**config.mk**
```make
export PLATFORM = sky130hd
export DESIGN_NAME = cfb_flag_bank
export DESIGN_NICKNAME = d
export VERILOG_FILES = /design/src/cfb_pkg.sv /design/src/cfb_flag_bank.sv
export SDC_FILE = /design/constraint.sdc
export NUM_CORES = 1
export LEC_CHECK = 0
export BUFFER_PORTS_ARGS = -buffer_cell sky130_fd_sc_hd__buf_2
export CAP_MARGIN = 20
export CORE_MARGIN = 4
export CORE_UTILIZATION = 25
export CTS_CLUSTER_SIZE = 12
export DETAILED_ROUTE_END_ITERATION = 10
export SYNTH_ARGS = -nofsm -noshare
export SYNTH_HDL_FRONTEND = slang
export SYNTH_SLANG_ARGS = --single-unit
```
**constraint.sdc**
```tcl
create_clock -name pclk -period 1.9 [get_ports pclk]
set_input_delay 0.38 -clock pclk [delete_from_list [all_inputs] [get_ports pclk]]
set_output_delay 0.38 -clock pclk [all_outputs]
set_load 0.01 [all_outputs]
```
**src/cfb_pkg.sv**
```systemverilog
/*
 cfb_pkg: constants and carrier types for the cpu interrupt flag bank.
 assumes: 32-bit apb, register index times four gives the byte address.
*/
package cfb_pkg;

   // apb address width in bits
   localparam int unsigned CFB_AW = 12;

   // register indices; byte address is index times four
   localparam logic [9:0] CFB_IDX_RADIO  = 10'h09b;
   localparam logic [9:0] CFB_IDX_TDP    = 10'h0c0;
   localparam logic [9:0] CFB_IDX_STATUS = 10'h100;
   localparam logic [9:0] CFB_IDX_MASK   = 10'h101;

   // values after reset
   localparam logic [7:0] CFB_RADIO_RST  = 8'h00;
   localparam logic [7:0] CFB_TDP_RST    = 8'h00;
   localparam logic [7:0] CFB_STATUS_RST = 8'h00;
   localparam logic [7:0] CFB_MASK_RST   = 8'h00;

   // writable bits of the radio flag register (upper bits unused)
   localparam logic [7:0] CFB_RADIO_WMASK = 8'h03;

   // field positions in the timer/dma/port flag register
   localparam int unsigned CFB_DMA_BIT   = 0;
   localparam int unsigned CFB_T1_BIT    = 1;
   localparam int unsigned CFB_P0_BIT    = 5;
   localparam int unsigned CFB_RSV_BIT   = 6;
   localparam int unsigned CFB_SLEEP_BIT = 7;

   // mask of the four timer flags, bits 4..1
   localparam logic [7:0] CFB_TIMER_MASK = 8'h1e;

   // field positions in the sticky event status and mask registers
   localparam int unsigned CFB_EV_RADIO = 0;
   localparam int unsigned CFB_EV_DMA   = 1;
   localparam int unsigned CFB_EV_T1    = 2;
   localparam int unsigned CFB_EV_P0    = 6;
   localparam int unsigned CFB_EV_SLEEP = 7;

   // peripheral event pulses, one clock wide
   typedef struct packed {
      logic       sleep_tick;    // sleep timer event
      logic       port_zero;     // port 0 event
      logic [3:0] timer;         // bit 0 is timer 1
      logic       transfer_done; // dma completion
      logic       radio_general; // radio general interrupt
   } cfb_evt_s;

endpackage : cfb_pkg

```
**src/cfb_flag_bank.sv**
```systemverilog
/*
 cfb_flag_bank: two cpu interrupt flag registers behind an apb slave,
 with a sticky event status, a mask and one interrupt output.
 assumes: event pulses and vector acknowledges come from logic on pclk,
 so they are not synchronised; the apb master follows apb4 signalling.
*/
// Functional notes
// - radio event sets both radio flag bits
// - either radio bit alone raises a request
// - flag bits read one when pending
// - timer flags set on event, cleared on vectoring
// - sleep bit7, port0 bit5, dma bit0
// - radio bits 7:2 unused, read zero
`timescale 1ns/1ps
module cfb_flag_bank
   import cfb_pkg::*;
(
   // clock and reset
   input  wire logic              pclk,
   input  wire logic              presetn,
   // apb slave
   input  wire logic              psel,
   input  wire logic              penable,
   input  wire logic              pwrite,
   input  wire logic [CFB_AW-1:0] paddr,
   input  wire logic [31:0]       pwdata,
   input  wire logic [3:0]        pstrb,
   output logic      [31:0]       prdata,
   output logic                   pready,
   output logic                   pslverr,
   // peripheral events and core vectoring
   input  wire cfb_evt_s          evt,
   input  wire logic [3:0]        vec_timer_ack,
   // flags and requests toward the core
   output logic      [7:0]        radio_flags,
   output logic      [7:0]        tdp_flags,
   output logic                   radio_req,
   output logic                   tdp_req,
   output logic                   irq
);

   // true when the byte address selects the given register index
   function automatic logic hit(input logic [CFB_AW-1:0] a,
                                input logic [9:0] idx);
      hit = (a[CFB_AW-1:2] == idx) && (a[1:0] == 2'b00);
   endfunction : hit

   // registers and their next values
   logic [7:0]  radio_r, radio_nxt;       // radio flag register
   logic [7:0]  tdp_r, tdp_nxt;           // timer/dma/port flags
   logic        rreq_r, rreq_nxt;         // radio request
   logic        treq_r, treq_nxt;         // timer/dma/port request
   logic [7:0]  stat_r, stat_nxt;         // sticky event status
   logic [7:0]  mask_r, mask_nxt;         // event mask
   logic        irq_r, irq_nxt;           // interrupt output
   logic [31:0] prdata_r, prdata_nxt;     // read data
   logic        pready_r, pready_nxt;     // access-phase ready
   logic        pslverr_r, pslverr_nxt;   // unmapped address

   // decoded bus terms
   logic        setup;      // first cycle of a transfer
   logic        access;     // completing edge of a transfer
   logic        wr_ok;      // write that lands in the low byte
   logic        wr_radio;   // write to the radio flags
   logic        wr_tdp;     // write to the timer/dma/port flags
   logic        wr_stat;    // write-one-to-clear of the status
   logic        wr_mask;    // write to the mask
   logic        mapped;     // address decodes to a register
   logic [7:0]  evt_vec;    // events laid out as status bits

   // bus phase decode; writes act only on the completing edge
   always_comb begin
      setup    = psel && !penable;
      access   = psel && penable && pready_r;
      // lane 0 carries all eight bits, so a write without it is dropped
      wr_ok    = access && pwrite && pstrb[0];
      wr_radio = wr_ok && hit(paddr, CFB_IDX_RADIO);
      wr_tdp   = wr_ok && hit(paddr, CFB_IDX_TDP);
      wr_stat  = wr_ok && hit(paddr, CFB_IDX_STATUS);
      wr_mask  = wr_ok && hit(paddr, CFB_IDX_MASK);
      mapped   = hit(paddr, CFB_IDX_RADIO) || hit(paddr, CFB_IDX_TDP)
              || hit(paddr, CFB_IDX_STATUS) || hit(paddr, CFB_IDX_MASK);
   end

   // event pulses gathered into the status layout
   always_comb begin
      evt_vec                      = 8'h00;
      evt_vec[CFB_EV_RADIO]        = evt.radio_general;
      evt_vec[CFB_EV_DMA]          = evt.transfer_done;
      evt_vec[CFB_EV_T1 +: 4]      = evt.timer;
      evt_vec[CFB_EV_P0]           = evt.port_zero;
      evt_vec[CFB_EV_SLEEP]        = evt.sleep_tick;
   end

   // next flag values: software write first, then hardware clear,
   // hardware set last so an event in the clearing cycle is kept
   always_comb begin
      radio_nxt = radio_r;
      tdp_nxt   = tdp_r;
      if (wr_radio) begin
         // only bits 1:0 are stored, the rest stay zero
         radio_nxt = pwdata[7:0] & CFB_RADIO_WMASK;
      end
      if (evt.radio_general) begin
         // the radio always sets the pair together
         radio_nxt[1:0] = 2'b11;
      end
      if (wr_tdp) begin
         // every bit writable; reserved bit 6 is left to software
         tdp_nxt = pwdata[7:0];
      end
      // vectoring clears only the timer flags
      tdp_nxt[CFB_T1_BIT +: 4] = tdp_nxt[CFB_T1_BIT +: 4] & ~vec_timer_ack;
      // timer events set bits 4..1
      tdp_nxt[CFB_T1_BIT +: 4] = tdp_nxt[CFB_T1_BIT +: 4] | evt.timer;
      // fixed positions of the remaining sources
      if (evt.sleep_tick) begin
         tdp_nxt[CFB_SLEEP_BIT] = 1'b1;
      end
      if (evt.port_zero) begin
         tdp_nxt[CFB_P0_BIT] = 1'b1;
      end
      if (evt.transfer_done) begin
         tdp_nxt[CFB_DMA_BIT] = 1'b1;
      end
      // one radio bit alone is enough to request service
      rreq_nxt = |radio_nxt[1:0];
      // a stuck reserved bit keeps the request up, hence re-entry
      treq_nxt = |tdp_nxt;
   end

   // flag registers
   always_ff @(posedge pclk or negedge presetn) begin
      if (!presetn) begin
         radio_r <= CFB_RADIO_RST;
         tdp_r   <= CFB_TDP_RST;
         rreq_r  <= 1'b0;
         treq_r  <= 1'b0;
      end else begin
         radio_r <= radio_nxt;
         tdp_r   <= tdp_nxt;
         rreq_r  <= rreq_nxt;
         treq_r  <= treq_nxt;
      end
   end

   // sticky status and mask; a set in the clearing cycle wins
   always_comb begin
      stat_nxt = stat_r;
      mask_nxt = mask_r;
      if (wr_stat) begin
         stat_nxt = stat_r & ~pwdata[7:0];
      end
      stat_nxt = stat_nxt | evt_vec;
      if (wr_mask) begin
         mask_nxt = pwdata[7:0];
      end
      irq_nxt = |(stat_nxt & mask_nxt);
   end

   // status, mask and interrupt registers
   always_ff @(posedge pclk or negedge presetn) begin
      if (!presetn) begin
         stat_r <= CFB_STATUS_RST;
         mask_r <= CFB_MASK_RST;
         irq_r  <= 1'b0;
      end else begin
         stat_r <= stat_nxt;
         mask_r <= mask_nxt;
         irq_r  <= irq_nxt;
      end
   end

   // bus answer prepared in the setup cycle, so every access has
   // exactly one access cycle and outputs still come from flops
   always_comb begin
      prdata_nxt  = 32'h0000_0000;
      pready_nxt  = setup;
      pslverr_nxt = setup && !mapped;
      if (setup && !pwrite) begin
         // flags read back as held: one is pending
         if (hit(paddr, CFB_IDX_RADIO)) begin
            prdata_nxt[7:0] = radio_r;
         end else if (hit(paddr, CFB_IDX_TDP)) begin
            prdata_nxt[7:0] = tdp_r;
         end else if (hit(paddr, CFB_IDX_STATUS)) begin
            prdata_nxt[7:0] = stat_r;
         end else if (hit(paddr, CFB_IDX_MASK)) begin
            prdata_nxt[7:0] = mask_r;
         end
      end
   end

   // bus answer registers
   always_ff @(posedge pclk or negedge presetn) begin
      if (!presetn) begin
         prdata_r  <= 32'h0000_0000;
         pready_r  <= 1'b0;
         pslverr_r <= 1'b0;
      end else begin
         prdata_r  <= prdata_nxt;
         pready_r  <= pready_nxt;
         pslverr_r <= pslverr_nxt;
      end
   end

   // outputs straight from flops
   assign prdata      = prdata_r;
   assign pready      = pready_r;
   assign pslverr     = pslverr_r;
   assign radio_flags = radio_r;
   assign tdp_flags   = tdp_r;
   assign radio_req   = rreq_r;
   assign tdp_req     = treq_r;
   assign irq         = irq_r;
endmodule : cfb_flag_bank

```
# == Yosys cells after proc, flatten, opt, wreduce, memory -nomap -nowiden ==
# Cells that the tools add are included.
# classes
n_eq_ne,4
reduce_logical,25
mux,13
bitwise_logic,7
# ops
cell,n
2-to-1 mux 8 bit,8
"equality test 10 x 8 -> 1 bit, second input constant",2
"equality test 10 x 9 -> 1 bit, second input constant",2
AND 8 bit,2
OR reduction 8 bit,2
logical AND 1 bit,15
NOT 8 bit,1
bitwise OR 8 bit,1
AND 4 bit,1
2-to-1 mux 2 bit,2
NOT 4 bit,1
bitwise OR 4 bit,1
logical NOT 1 bit,3
logical OR 1 bit,3
2-to-1 mux 1 bit,3
logical NOT 2 bit,1
OR reduction 2 bit,1
# totals
output_inout_bits,53
ff_bits,39
word_cells,59

# == Depth between registers and ports, before layout ==
# Gate-level depths: netlist (run 1).
# logic_depth
depth_word,9
mapped_depth,8
depth_no_buf,6

# == Worst setup path after synthesis (run 1) ==
# Ideal clock, no wire load.
# synth_path
kind,input port to flip-flop
from,input paddr[3]
to,"register treq_r, in the netlist tdp_req"
t_required_ns,1.758
path_stages,6
t_arrival_ns,2.050
path_buffers,0
slack_ns,-0.291
cell_sequence,nor3_2 nand4_1 nor2_2 mux2_2 a2111oi_0 nand4bb_1
# synth_between
elab_chain_cells,7
# synth_lines
element,line,source
"start, declared",cfb_flag_bank.sv:25,"input wire logic [CFB_AW-1:0] paddr,"
equality test 10 x 8 -> 1 bit *,cfb_flag_bank.sv:45,hit = (a[CFB_AW-1:2] == idx) && (a[1:0] == 2'b00);
logical AND 1 bit *,cfb_flag_bank.sv:45,
logical AND 1 bit *,cfb_flag_bank.sv:78,"wr_tdp = wr_ok && hit(paddr, CFB_IDX_TDP);"
2-to-1 mux 8 bit *,cfb_flag_bank.sv:108,if (wr_tdp) begin
AND 4 bit,cfb_flag_bank.sv:113,tdp_nxt[CFB_T1_BIT +: 4] = tdp_nxt[CFB_T1_BIT +: 4] & ~vec_timer_ack;
bitwise OR 4 bit,cfb_flag_bank.sv:115,tdp_nxt[CFB_T1_BIT +: 4] = tdp_nxt[CFB_T1_BIT +: 4] | evt.timer;
OR reduction 8 bit *,cfb_flag_bank.sv:129,treq_nxt = |tdp_nxt;
named net treq_nxt,cfb_flag_bank.sv:52,"logic treq_r, treq_nxt;"
"end signal, assigned",cfb_flag_bank.sv:143,treq_r <= treq_nxt;
"end, declared",cfb_flag_bank.sv:52,
# The timed path passes the listed nets; every way through them passes the cells marked *.

# == Worst setup path in the final report (run 1) ==
# layout_path
from,"register pready_r, in the netlist pready"
to,"register irq_r, in the netlist irq"
# layout_between
elab_chain_cells,8
# layout_lines
element,line,source
"start, declared",cfb_flag_bank.sv:57,"logic pready_r, pready_nxt;"
"start signal, assigned",cfb_flag_bank.sv:202,pready_r <= pready_nxt;
logical AND 1 bit *,cfb_flag_bank.sv:74,access = psel && penable && pready_r;
logical AND 1 bit * (2 in series),cfb_flag_bank.sv:76,wr_ok = access && pwrite && pstrb[0];
logical AND 1 bit,cfb_flag_bank.sv:79,"wr_stat = wr_ok && hit(paddr, CFB_IDX_STATUS);"
2-to-1 mux 8 bit,cfb_flag_bank.sv:151,if (wr_stat) begin
bitwise OR 8 bit,cfb_flag_bank.sv:154,stat_nxt = stat_nxt | evt_vec;
AND 8 bit *,cfb_flag_bank.sv:158,irq_nxt = |(stat_nxt & mask_nxt);
OR reduction 8 bit *,cfb_flag_bank.sv:158,
named net irq_nxt,cfb_flag_bank.sv:55,"logic irq_r, irq_nxt;"
"end signal, assigned",cfb_flag_bank.sv:170,irq_r <= irq_nxt;
"end, declared",cfb_flag_bank.sv:55,
# Marks and branches as above.

==> run metrics, run 1 <==
status=finished with violations; failing checks=setup timing; worst vdd ir=0.265 mV; crit path capture type=flip-flop; GRT overflow=0; clk root buf=clkbuf_8; minimum clock period=2050 ps; f_max=0.487 GHz; WHS=143 ps; Area growth syn-to-layout=34.4%; GRT Total Usage=12.9%; met2 routed WL=3460 microns; crit path cell chain=and4_4, nand2_4, buf_12, o41ai_4, a211oi_1, a311o_1, or4_1; top_reg_cell synth=dfrtp_1; Die X-Extent=105 microns; initial antenna violation count=0; largest net degree at the start of global routing=40; Nets=413; CP max-delay cell=or4_1; drt pass-1 iters=4; TritonCTS clock tree=done; HPWL after DPL=5590 microns; Syn. warnings=0; synthesized flop and latch total=39; CORE AREA=9240 sq um; WL/cell=15.2 microns; Max Clock Skew=8.23 ps; worst skew pair latency=300 ps; Place WS=-450 ps; Power per Cell Area=566 nW/um^2; CP Class=flip-flop to flip-flop; wire length on met1=3170 microns; Final Setup Violations=2; Leak Pwr=0.00145 uW; Fillers=952; crit start category=flip-flop; Post-route DRC=0; clock tree buffer depth=2; CTS Buf Count=5; Slew Viols, Final=0; most common cell after layout, fill and taps aside=buf_2; total length of routed met3 wires=524 microns; # diodes=0; routed via count=2195; Cell variety after synth=53; Synth Cell Area=2370 sq um; Critical Path RT=2070 ps; Maximum Capacitance Violations=0; Worst-path clk slew=80 ps; share of cells above drive strength 1=37.8%; crit-path max cell delay=390 ps; Initial Util=25.6%; Rel. slew slack=65.4%; EDFF count, synth=0; crit path max fanout=5; # IOs=118; CTS sink count=39; Worst-Margin Slew=519 ps; setup TNS=-275 ps; Antenna Nets Post-Route=0; RSZ-0062 raised after global routing=true; most frequent cells in the layout=buf_2, dfrtp_1, buf_4; top routing layer in use=met4; FF-to-FF path depth=7; post-DR vias/cell=4.59; min-delay worst type=input port to asynchronous set/reset pin; drt first-iter violations=189; Post-Route WL=7280 microns; post-synthesis cell count=254; first-pass GRT wire length=11400 microns; num rows=35; crit share post-route=108%; H-tree levels=2; Synth async-reset ratio=100%; final hold vios=0; routability cong.=0.922; IO buf count=60; Die H=105 microns; crit path DAT=2220 ps; syn_area_per_cell=9.33 sq um; Final WS setup=-153 ps; sequential-to-total area share from yosys stat=41.2%; vias in the first global route=2146; CTS Hold Bufs=0; die area=11100 sq um
## final cells by class
type / count / area, sq um / share of cell area [%]
Sequential cell: 39 / 976 / 30.6
Multi-Input combinational cell: 201 / 1300 / 40.9
Inverter: 3 / 11.3 / 0.353
Tap cell: 129 / 161 / 5.07
Timing Repair Buffer: 98 / 617 / 19.4
Clock inverter: 2 / 35.0 / 1.10
Clock buffer: 6 / 82.6 / 2.59
## state kept, by name, indices dropped and copies added, names as in the netlist
name,flops
radio_flags,2
tdp_flags,8
stat_r,8
irq,1
mask_r,8
tdp_req,1
pslverr,1
prdata,8
pready,1
radio_req,1
## Yosys cell counts, drive strengths merged (2+ instances only)
cell / n / area (sq um)
o211ai: 3 / 22.5
nand3: 6 / 30.0
a211oi: 2 / 15.0
nor4: 2 / 27.5
nand3b: 3 / 22.5
nor3b: 2 / 15.0
o41ai: 3 / 33.8
nor3: 8 / 50.1
inv: 3 / 11.3
or2: 3 / 18.8
a211o: 2 / 17.5
nand4: 3 / 33.8
a21oi: 10 / 50.1
and4: 4 / 37.5
a31oi: 3 / 18.8
a222oi: 2 / 20.0
nor2: 26 / 100
dfrtp: 39 / 976
o22ai: 2 / 12.5
buf: 35 / 262
nand4b: 3 / 26.3
nor2b: 3 / 18.8
mux2i: 9 / 90.1
nand2: 32 / 120
clkbuf: 5 / 18.8
a21o: 9 / 67.6
mux2: 4 / 45.0
o21bai: 3 / 22.5
o31a: 2 / 17.5
o21ai: 9 / 45.0
## worst max-delay path, delay by kind of cell (launching register included)
family	cells	cell delay, ps
buffers and inverters	1	130
and+or+nand+nor	3	700
AOI/OAI and AO/OA	3	730
DFF	1	360
## through the flow
| step | utilization, % | cell area (sq um) | cells | power (uW) |
|---|---|---|---|---|
| finish | 34.5 | 3190 | 478 | 1800 |
| global route | 34.5 | 3190 | 478 | 1880 |
| global placement | 32.0 | 2950 | 466 | 1070 |
| detailed placement | 32.0 | 2950 | 466 | 1080 |
| CTS | 33.7 | 3110 | 474 | 1820 |
| floorplan | - | 2510 | 283 | 992 |
## power by group
group,leakage (uW),total (uW),switching [uW],internal (uW)
Sequential,0.000452,843,5.92,837
Combinational,0.000935,228,144,84.1
Clock,0.0000612,730,305,425
Total,0.00145,1800,455,1350
## per-layer routing
layer,up-vias,GRT usage [%]
met5,-,0
met4,0,4.22
li1,1045,-
met1,1044,17.6
met3,10,2.20
met2,96,20.8
## kinds of logic (layout without fill, tap and decap cells)
kind of cell           Yosys count  after routing  share of synthesized area, %
AO/OA/AOI/OAI                   57             57                          17.2
buffers and inverters           43            109                          12.3
flip-flops                      39             39                          41.2
multiplexers                    13             13                          5.70
other                            1             30                         0.158
AND/OR/NAND/NOR                101            101                          23.5
## worst paths after layout
| path | to | start | slack (ps) |
|---|---|---|---|
| worst max-delay path | irq | pready | -150 |
| worst min-delay path | prdata[6] | presetn | 140 |
| worst max register to register | irq | pready | -150 |
| worst min register to register | mask_r[5] | mask_r[5] | 490 |
| max in group asynchronous | mask_r[3] | presetn | 1390 |
| min in group pclk | pready | penable | 290 |
## timing repair
action | CTS | global route
endpoints found under the setup margin | 2 | 3
pin swaps | 4 | 5
cloned | 0 | 2
buffers inserted | 0 | 2
gates resized for setup | 7 | 7
Power figures use the tool's default switching activity.
==> run 2: changes to the inputs <==
--- a/config.mk
+++ b/config.mk
@@ -11,6 +11,7 @@
 export CORE_UTILIZATION = 25
 export CTS_CLUSTER_SIZE = 12
 export DETAILED_ROUTE_END_ITERATION = 10
+export SKIP_LAST_GASP = 1
 export SYNTH_ARGS = -nofsm -noshare
 export SYNTH_HDL_FRONTEND = slang
 export SYNTH_SLANG_ARGS = --single-unit
==> constraint.sdc (replaced) <==
create_clock -name pclk -period 2.63 [get_ports pclk]
set_input_delay 0.526 -clock pclk [delete_from_list [all_inputs] [get_ports pclk]]
set_output_delay 0.526 -clock pclk [all_outputs]
set_load 0.01 [all_outputs]
==> run metrics, run 2 (synthesis gave the netlist of run 1 again) <==
Critical Path RT=2790 ps (was 2070 ps); HPWL after DPL=5150 microns (was 5590 microns); CORE AREA=9240 sq um (unchanged); most frequent cells in the layout=buf_2, dfrtp_1, nand2_1 (was buf_2, dfrtp_1, buf_4); share of cells above drive strength 1=30.8% (was 37.8%); crit path cell chain=buf_2, nor4_4, and4_4, nand3_1, buf_4, o221ai_1, o211ai_1, or4_1 (was and4_4, nand2_4, buf_12, o41ai_4, a211oi_1, a311o_1, or4_1); f_max=0.424 GHz; crit path max fanout=11 (was 5); Max Clock Skew=4.41 ps (was 8.23 ps); Power per Cell Area=405 nW/um^2 (was 566 nW/um^2); crit-path max cell delay=480 ps (was 390 ps); vias in the first global route=2059 (was 2146); Nets=393 (was 413); first-pass GRT wire length=10800 microns (was 11400 microns); largest net degree at the start of global routing=40 (unchanged); Worst-Margin Slew=889 ps (was 519 ps); Antenna Nets Post-Route=0 (unchanged); crit path DAT=2520 ps (was 2220 ps); initial antenna violation count=0 (unchanged); Leak Pwr=0.00129 uW (was 0.00145 uW); crit start category=input port (was flip-flop); register area=976 sq um (unchanged); clk root buf=clkbuf_8 (unchanged); Final Setup Violations=0 (was 2); worst skew pair latency=290 ps (was 300 ps); setup TNS=0 ps (was -275 ps); die area=11100 sq um (unchanged); post-DR vias/cell=4.65 (was 4.59); most common cell after layout, fill and taps aside=buf_2 (unchanged); GRT overflow=0 (unchanged); IO buf count=60 (unchanged); Worst-path clk slew=80 ps (about the same); CP max-delay cell=or4_1 (unchanged); multi-input logic area=1210 sq um (was 1300 sq um); # IOs=118 (unchanged); worst vdd ir=0.158 mV (was 0.265 mV); routability cong.=0.884 (was 0.922); drt pass-1 iters=5 (was 4); Resize count post-CTS=0 (was 7); TritonCTS clock tree=done (unchanged); num rows=35 (unchanged); Fillers=1001 (was 952); routed via count=2126 (was 2195); RSZ-0062 raised after global routing=false (was true); final hold vios=0 (unchanged); clock tree buffer depth=2 (unchanged); drt first-iter violations=132 (was 189); Final Cell Area=2880 sq um (was 3190 sq um); Area growth syn-to-layout=21.6% (was 34.4%); min-delay worst type=input port to asynchronous set/reset pin (unchanged); Die X-Extent=105 microns (unchanged); CTS sink count=39 (unchanged); Die H=105 microns (unchanged); CP Class=input port to flip-flop (was flip-flop to flip-flop); minimum clock period=2360 ps; Maximum Capacitance Violations=0 (unchanged); setup repair bufs after CTS=0 (unchanged); area post-placement=2800 sq um (was 2950 sq um); WL/cell=14.7 microns (was 15.2 microns); Rel. slew slack=40.7% (was 65.4%); Slew Viols, Final=0 (unchanged); CTS Buf Count=5 (unchanged); Post-Route WL=6700 microns (was 7280 microns); H-tree levels=2 (unchanged); GRT Total Usage=12.1% (was 12.9%); status=finished, final reports clean (was finished with violations); Post-route DRC=0 (unchanged); crit path capture type=flip-flop (unchanged); crit share post-route=89.6%; CTS Hold Bufs=0 (unchanged); Initial Util=25.6% (unchanged); # diodes=0 (unchanged)
## run 2: path summary, 6_finish.rpt
check	start	endpoint	slack [ps]	depth (start not counted)
max	paddr[4]	irq	270	8
min	presetn	prdata[1]	360	1
max reg2reg	pready	irq	430	7
max in group asynchronous	presetn	stat_r[3]	1720	1
min in group pclk	vec_timer_ack[2]	tdp_flags[3]	430	2
min reg2reg	mask_r[5]	mask_r[5]	500	2
## run 2: report_power, final
group / switching [uW] / internal (uW) / total [uW]
logic: 92.1 / 48.2 / 140
clock network: 212 / 206 / 418
registers: 4.30 / 605 / 609
total: 308 / 859 / 1170
## run 2: cell type report
| class | instances | share of cell area, % |
|---|---|---|
| clock inverters | 1 | 0.174 |
| well taps | 129 | 5.60 |
| inverters | 3 | 0.391 |
| repair buffers | 78 | 15.1 |
| flip-flops and latches | 39 | 33.9 |
| clock buffers | 6 | 2.86 |
| multi-input cells | 201 | 42.0 |
## run 2: critical path, delay by kind of cell
family | cells | cell delay (ps)
buf+inv | 2 | 340
compound gates | 2 | 300
simple gates | 4 | 1350
## run 2: routing by layer
| metal | track usage, % | wire length (microns) |
|---|---|---|
| met1 | 16.2 | 2960 |
| met2 | 18.9 | 3020 |
| met3 | 3.25 | 640 |
| met4 | 3.75 | 84 |
| met5 | 0 | 0 |
## run 2: metrics by stage
stage / hold slack, ps / worst slack, ps / power [uW] / cells / utilization (%)
floorplan: 230 / 293 / 715 / 283 / -
global placement: 472 / -21.7 / 759 / 450 / 30.3
detailed placement: 486 / -4.18 / 760 / 450 / 30.3
CTS: 377 / 291 / 1180 / 457 / 31.2
global route: 428 / 197 / 1230 / 457 / 31.2
finish: 357 / 274 / 1170 / 457 / 31.2
==> run 3: changes to the inputs <==
==> constraint.sdc (replaced) <==
create_clock -name pclk -period 2.63 [get_ports pclk]
set_input_delay 0.1315 -clock pclk [delete_from_list [all_inputs] [get_ports pclk]]
set_output_delay 0.1315 -clock pclk [all_outputs]
set_load 0.01 [all_outputs]
==> run metrics, run 3 (synthesis gave the netlist of run 1 again) <==
Max Clock Skew=2.45 ps (was 4.41 ps); GRT overflow=0 (unchanged); IO buf count=60 (unchanged); CP max-delay cell=o41ai_1 (was or4_1); Top delay family on crit path=simple AND/OR/NAND/NOR gates (unchanged); gr busiest metal=met2 (unchanged); Hold Crit Start=penable; crit path capture type=flip-flop (unchanged); clock power share=41.2% (was 35.8%); Die X-Extent=105 microns (unchanged); worst vdd ir=0.291 mV (was 0.158 mV); f_max=0.429 GHz (was 0.424 GHz); reg-to-reg startpoint=pready (unchanged); Die H=105 microns (unchanged); Post-Route WL=6620 microns (was 6700 microns); crit path DAT=2490 ps (was 2520 ps); CP Class=flip-flop to flip-flop (was input port to flip-flop); RSZ-0062 raised after global routing=false (unchanged); CTS Buf Count=5 (unchanged); Slew Viols, Final=0 (unchanged); Net Sw Power=315 uW (was 308 uW); crit path cell chain=and4_1, nand2_1, o41ai_1, a211oi_1, a311o_1, or4_1 (was buf_2, nor4_4, and4_4, nand3_1, buf_4, o221ai_1, o211ai_1, or4_1); Nets=382 (was 393); vias in the first global route=1948 (was 2059); routed via count=2034 (was 2126); Final Cell Area=2830 sq um (was 2880 sq um); Maximum Capacitance Violations=0 (unchanged); share of cells above drive strength 1=28.3% (was 30.8%); sequential power share=47.8% (was 52.2%); clk root buf=clkbuf_8 (unchanged); post-DR vias/cell=4.55 (was 4.65); R2R setup slack=300 ps (was 430 ps); Area growth syn-to-layout=19.5% (was 21.6%); Internal=959 uW (was 859 uW); met1 usage=15.9% (was 16.2%); most common cell after layout, fill and taps aside=buf_2 (unchanged); setup repair bufs after CTS=0 (unchanged); crit start category=flip-flop (was input port); final core occ=30.7% (was 31.2%); WL/cell=14.8 microns (was 14.7 microns); status=finished, final reports clean (unchanged); hold-critical path endpoint=pready; first-pass GRT wire length=10200 microns (was 10800 microns); CP bufs+invs=0 (was 2); met2 Usage GRT=17.3% (was 18.9%); num rows=35 (unchanged); H-tree levels=2 (unchanged); CORE AREA=9240 sq um (unchanged); final hold vios=0 (unchanged); # diodes=0 (unchanged); crit path max fanout=14 (was 11); initial antenna violation count=0 (unchanged); clock tree buffer depth=2 (unchanged); drt pass-1 iters=5 (unchanged); crit share post-route=88.6% (was 89.6%); Final Setup Violations=0 (unchanged); WHS=26.9 ps (was 357 ps); Critical Path RT=2790 ps (about the same); # IOs=118 (unchanged); FF-to-FF path depth=6 (was 7); Antenna Nets Post-Route=0 (unchanged); TritonCTS clock tree=done (unchanged); Rel. slew slack=40.8% (was 40.7%); worst hold path stage count=2; min-delay worst type=input port to flip-flop (was input port to asynchronous set/reset pin); area post-placement=2710 sq um (was 2800 sq um); routability cong.=0.843 (was 0.884); most frequent cells in the layout=buf_2, dfrtp_1, nand2_1 (unchanged); worst skew pair latency=290 ps (about the same); Leak Pwr=0.00125 uW (was 0.00129 uW); Worst-path clk slew=80 ps (about the same); GR Util met3=2.94% (was 3.25%); Worst-Margin Slew=888 ps (was 889 ps); Power per Cell Area=450 nW/um^2 (was 405 nW/um^2); switching share of power=24.7% (was 26.4%); CTS sink count=39 (unchanged); drt first-iter violations=155 (was 132); GRT Total Usage=11.5% (was 12.1%); HPWL after DPL=4960 microns (was 5150 microns); Initial Util=25.6% (unchanged); Total Power=1270 uW (was 1170 uW); die area=11100 sq um (unchanged); setup TNS=0 ps (unchanged); Combinational Power Share=11.0% (was 12.0%); minimum clock period=2330 ps (was 2360 ps); Post-route DRC=0 (unchanged); crit-path max cell delay=430 ps (was 480 ps); Critical R2R Capture=irq (unchanged); largest net degree at the start of global routing=40 (unchanged)
run 3: changes by cell type in the layout (fill, tap and decap cells not counted):
| cell | previous run | this run |
|---|---|---|
| buf_4 | 18 | 6 |
| dlygate4sd3_1 | 0 | 1 |
| bufinv_16 | 0 | 1 |
run 3: through the flow:
step | cells | setup slack, ps
6_report | 447 | 300
3_5_place_dp | 438 | 339
3_3_place_gp | 438 | 313
4_1_cts | 447 | 296
5_1_grt | 447 | 120
2_1_floorplan | 283 | 456
run 3: what timing repair did:
action | 4_1_cts | 5_1_grt
gates resized for setup | 0 | 0
setup endpoints to repair | 0 | 0
hold endpoints to repair | 39 | 0
hold buffers | 1 | 0
run 3: final cells by class:
type                       count  area, sq um
timing repair buffer          67          355
tap                          129          161
fill                         989         6410
clock buffer                   6         82.6
multi-input combinational    201         1210
clock inverter                 2         35.0
inverter                       3         11.3
sequential                    39          976
run 3: power by group through the flow:
stage	clock network [uW]	logic, uW	registers, uW
floorplan	0	92.0	623
CTS	536	140	609
finish	524	140	609
global placement	0	135	621
global route	565	154	610
detailed placement	0	138	621
run 3: how the worst max path moves through the flow:
| stage | startpoint | endpoint | slack [ps] | cells after the start |
|---|---|---|---|---|
| 4_1_cts | pready | irq | 300 | 6 |
| 3_3_place_gp | pready | irq | 310 | 6 |
| 6_report | pready | irq | 300 | 6 |
| 5_1_grt | pready | irq | 120 | 6 |
| 2_1_floorplan | pready | irq | 460 | 7 |
| 3_5_place_dp | pready | irq | 340 | 6 |
run 3: per-layer routing:
metal  wire [microns]  vias up
met5                0        -
met4               61        0
met3              543        6
met2             2970       94
met1             3040      955
li1                 -      979
run 3: worst reg2reg max path: cells and delay by family (launching register included):
family / cells / cell delay, ps
AO/OA/AOI/OAI: 3 / 890
flip-flops: 1 / 340
AND/OR/NAND/NOR: 3 / 970
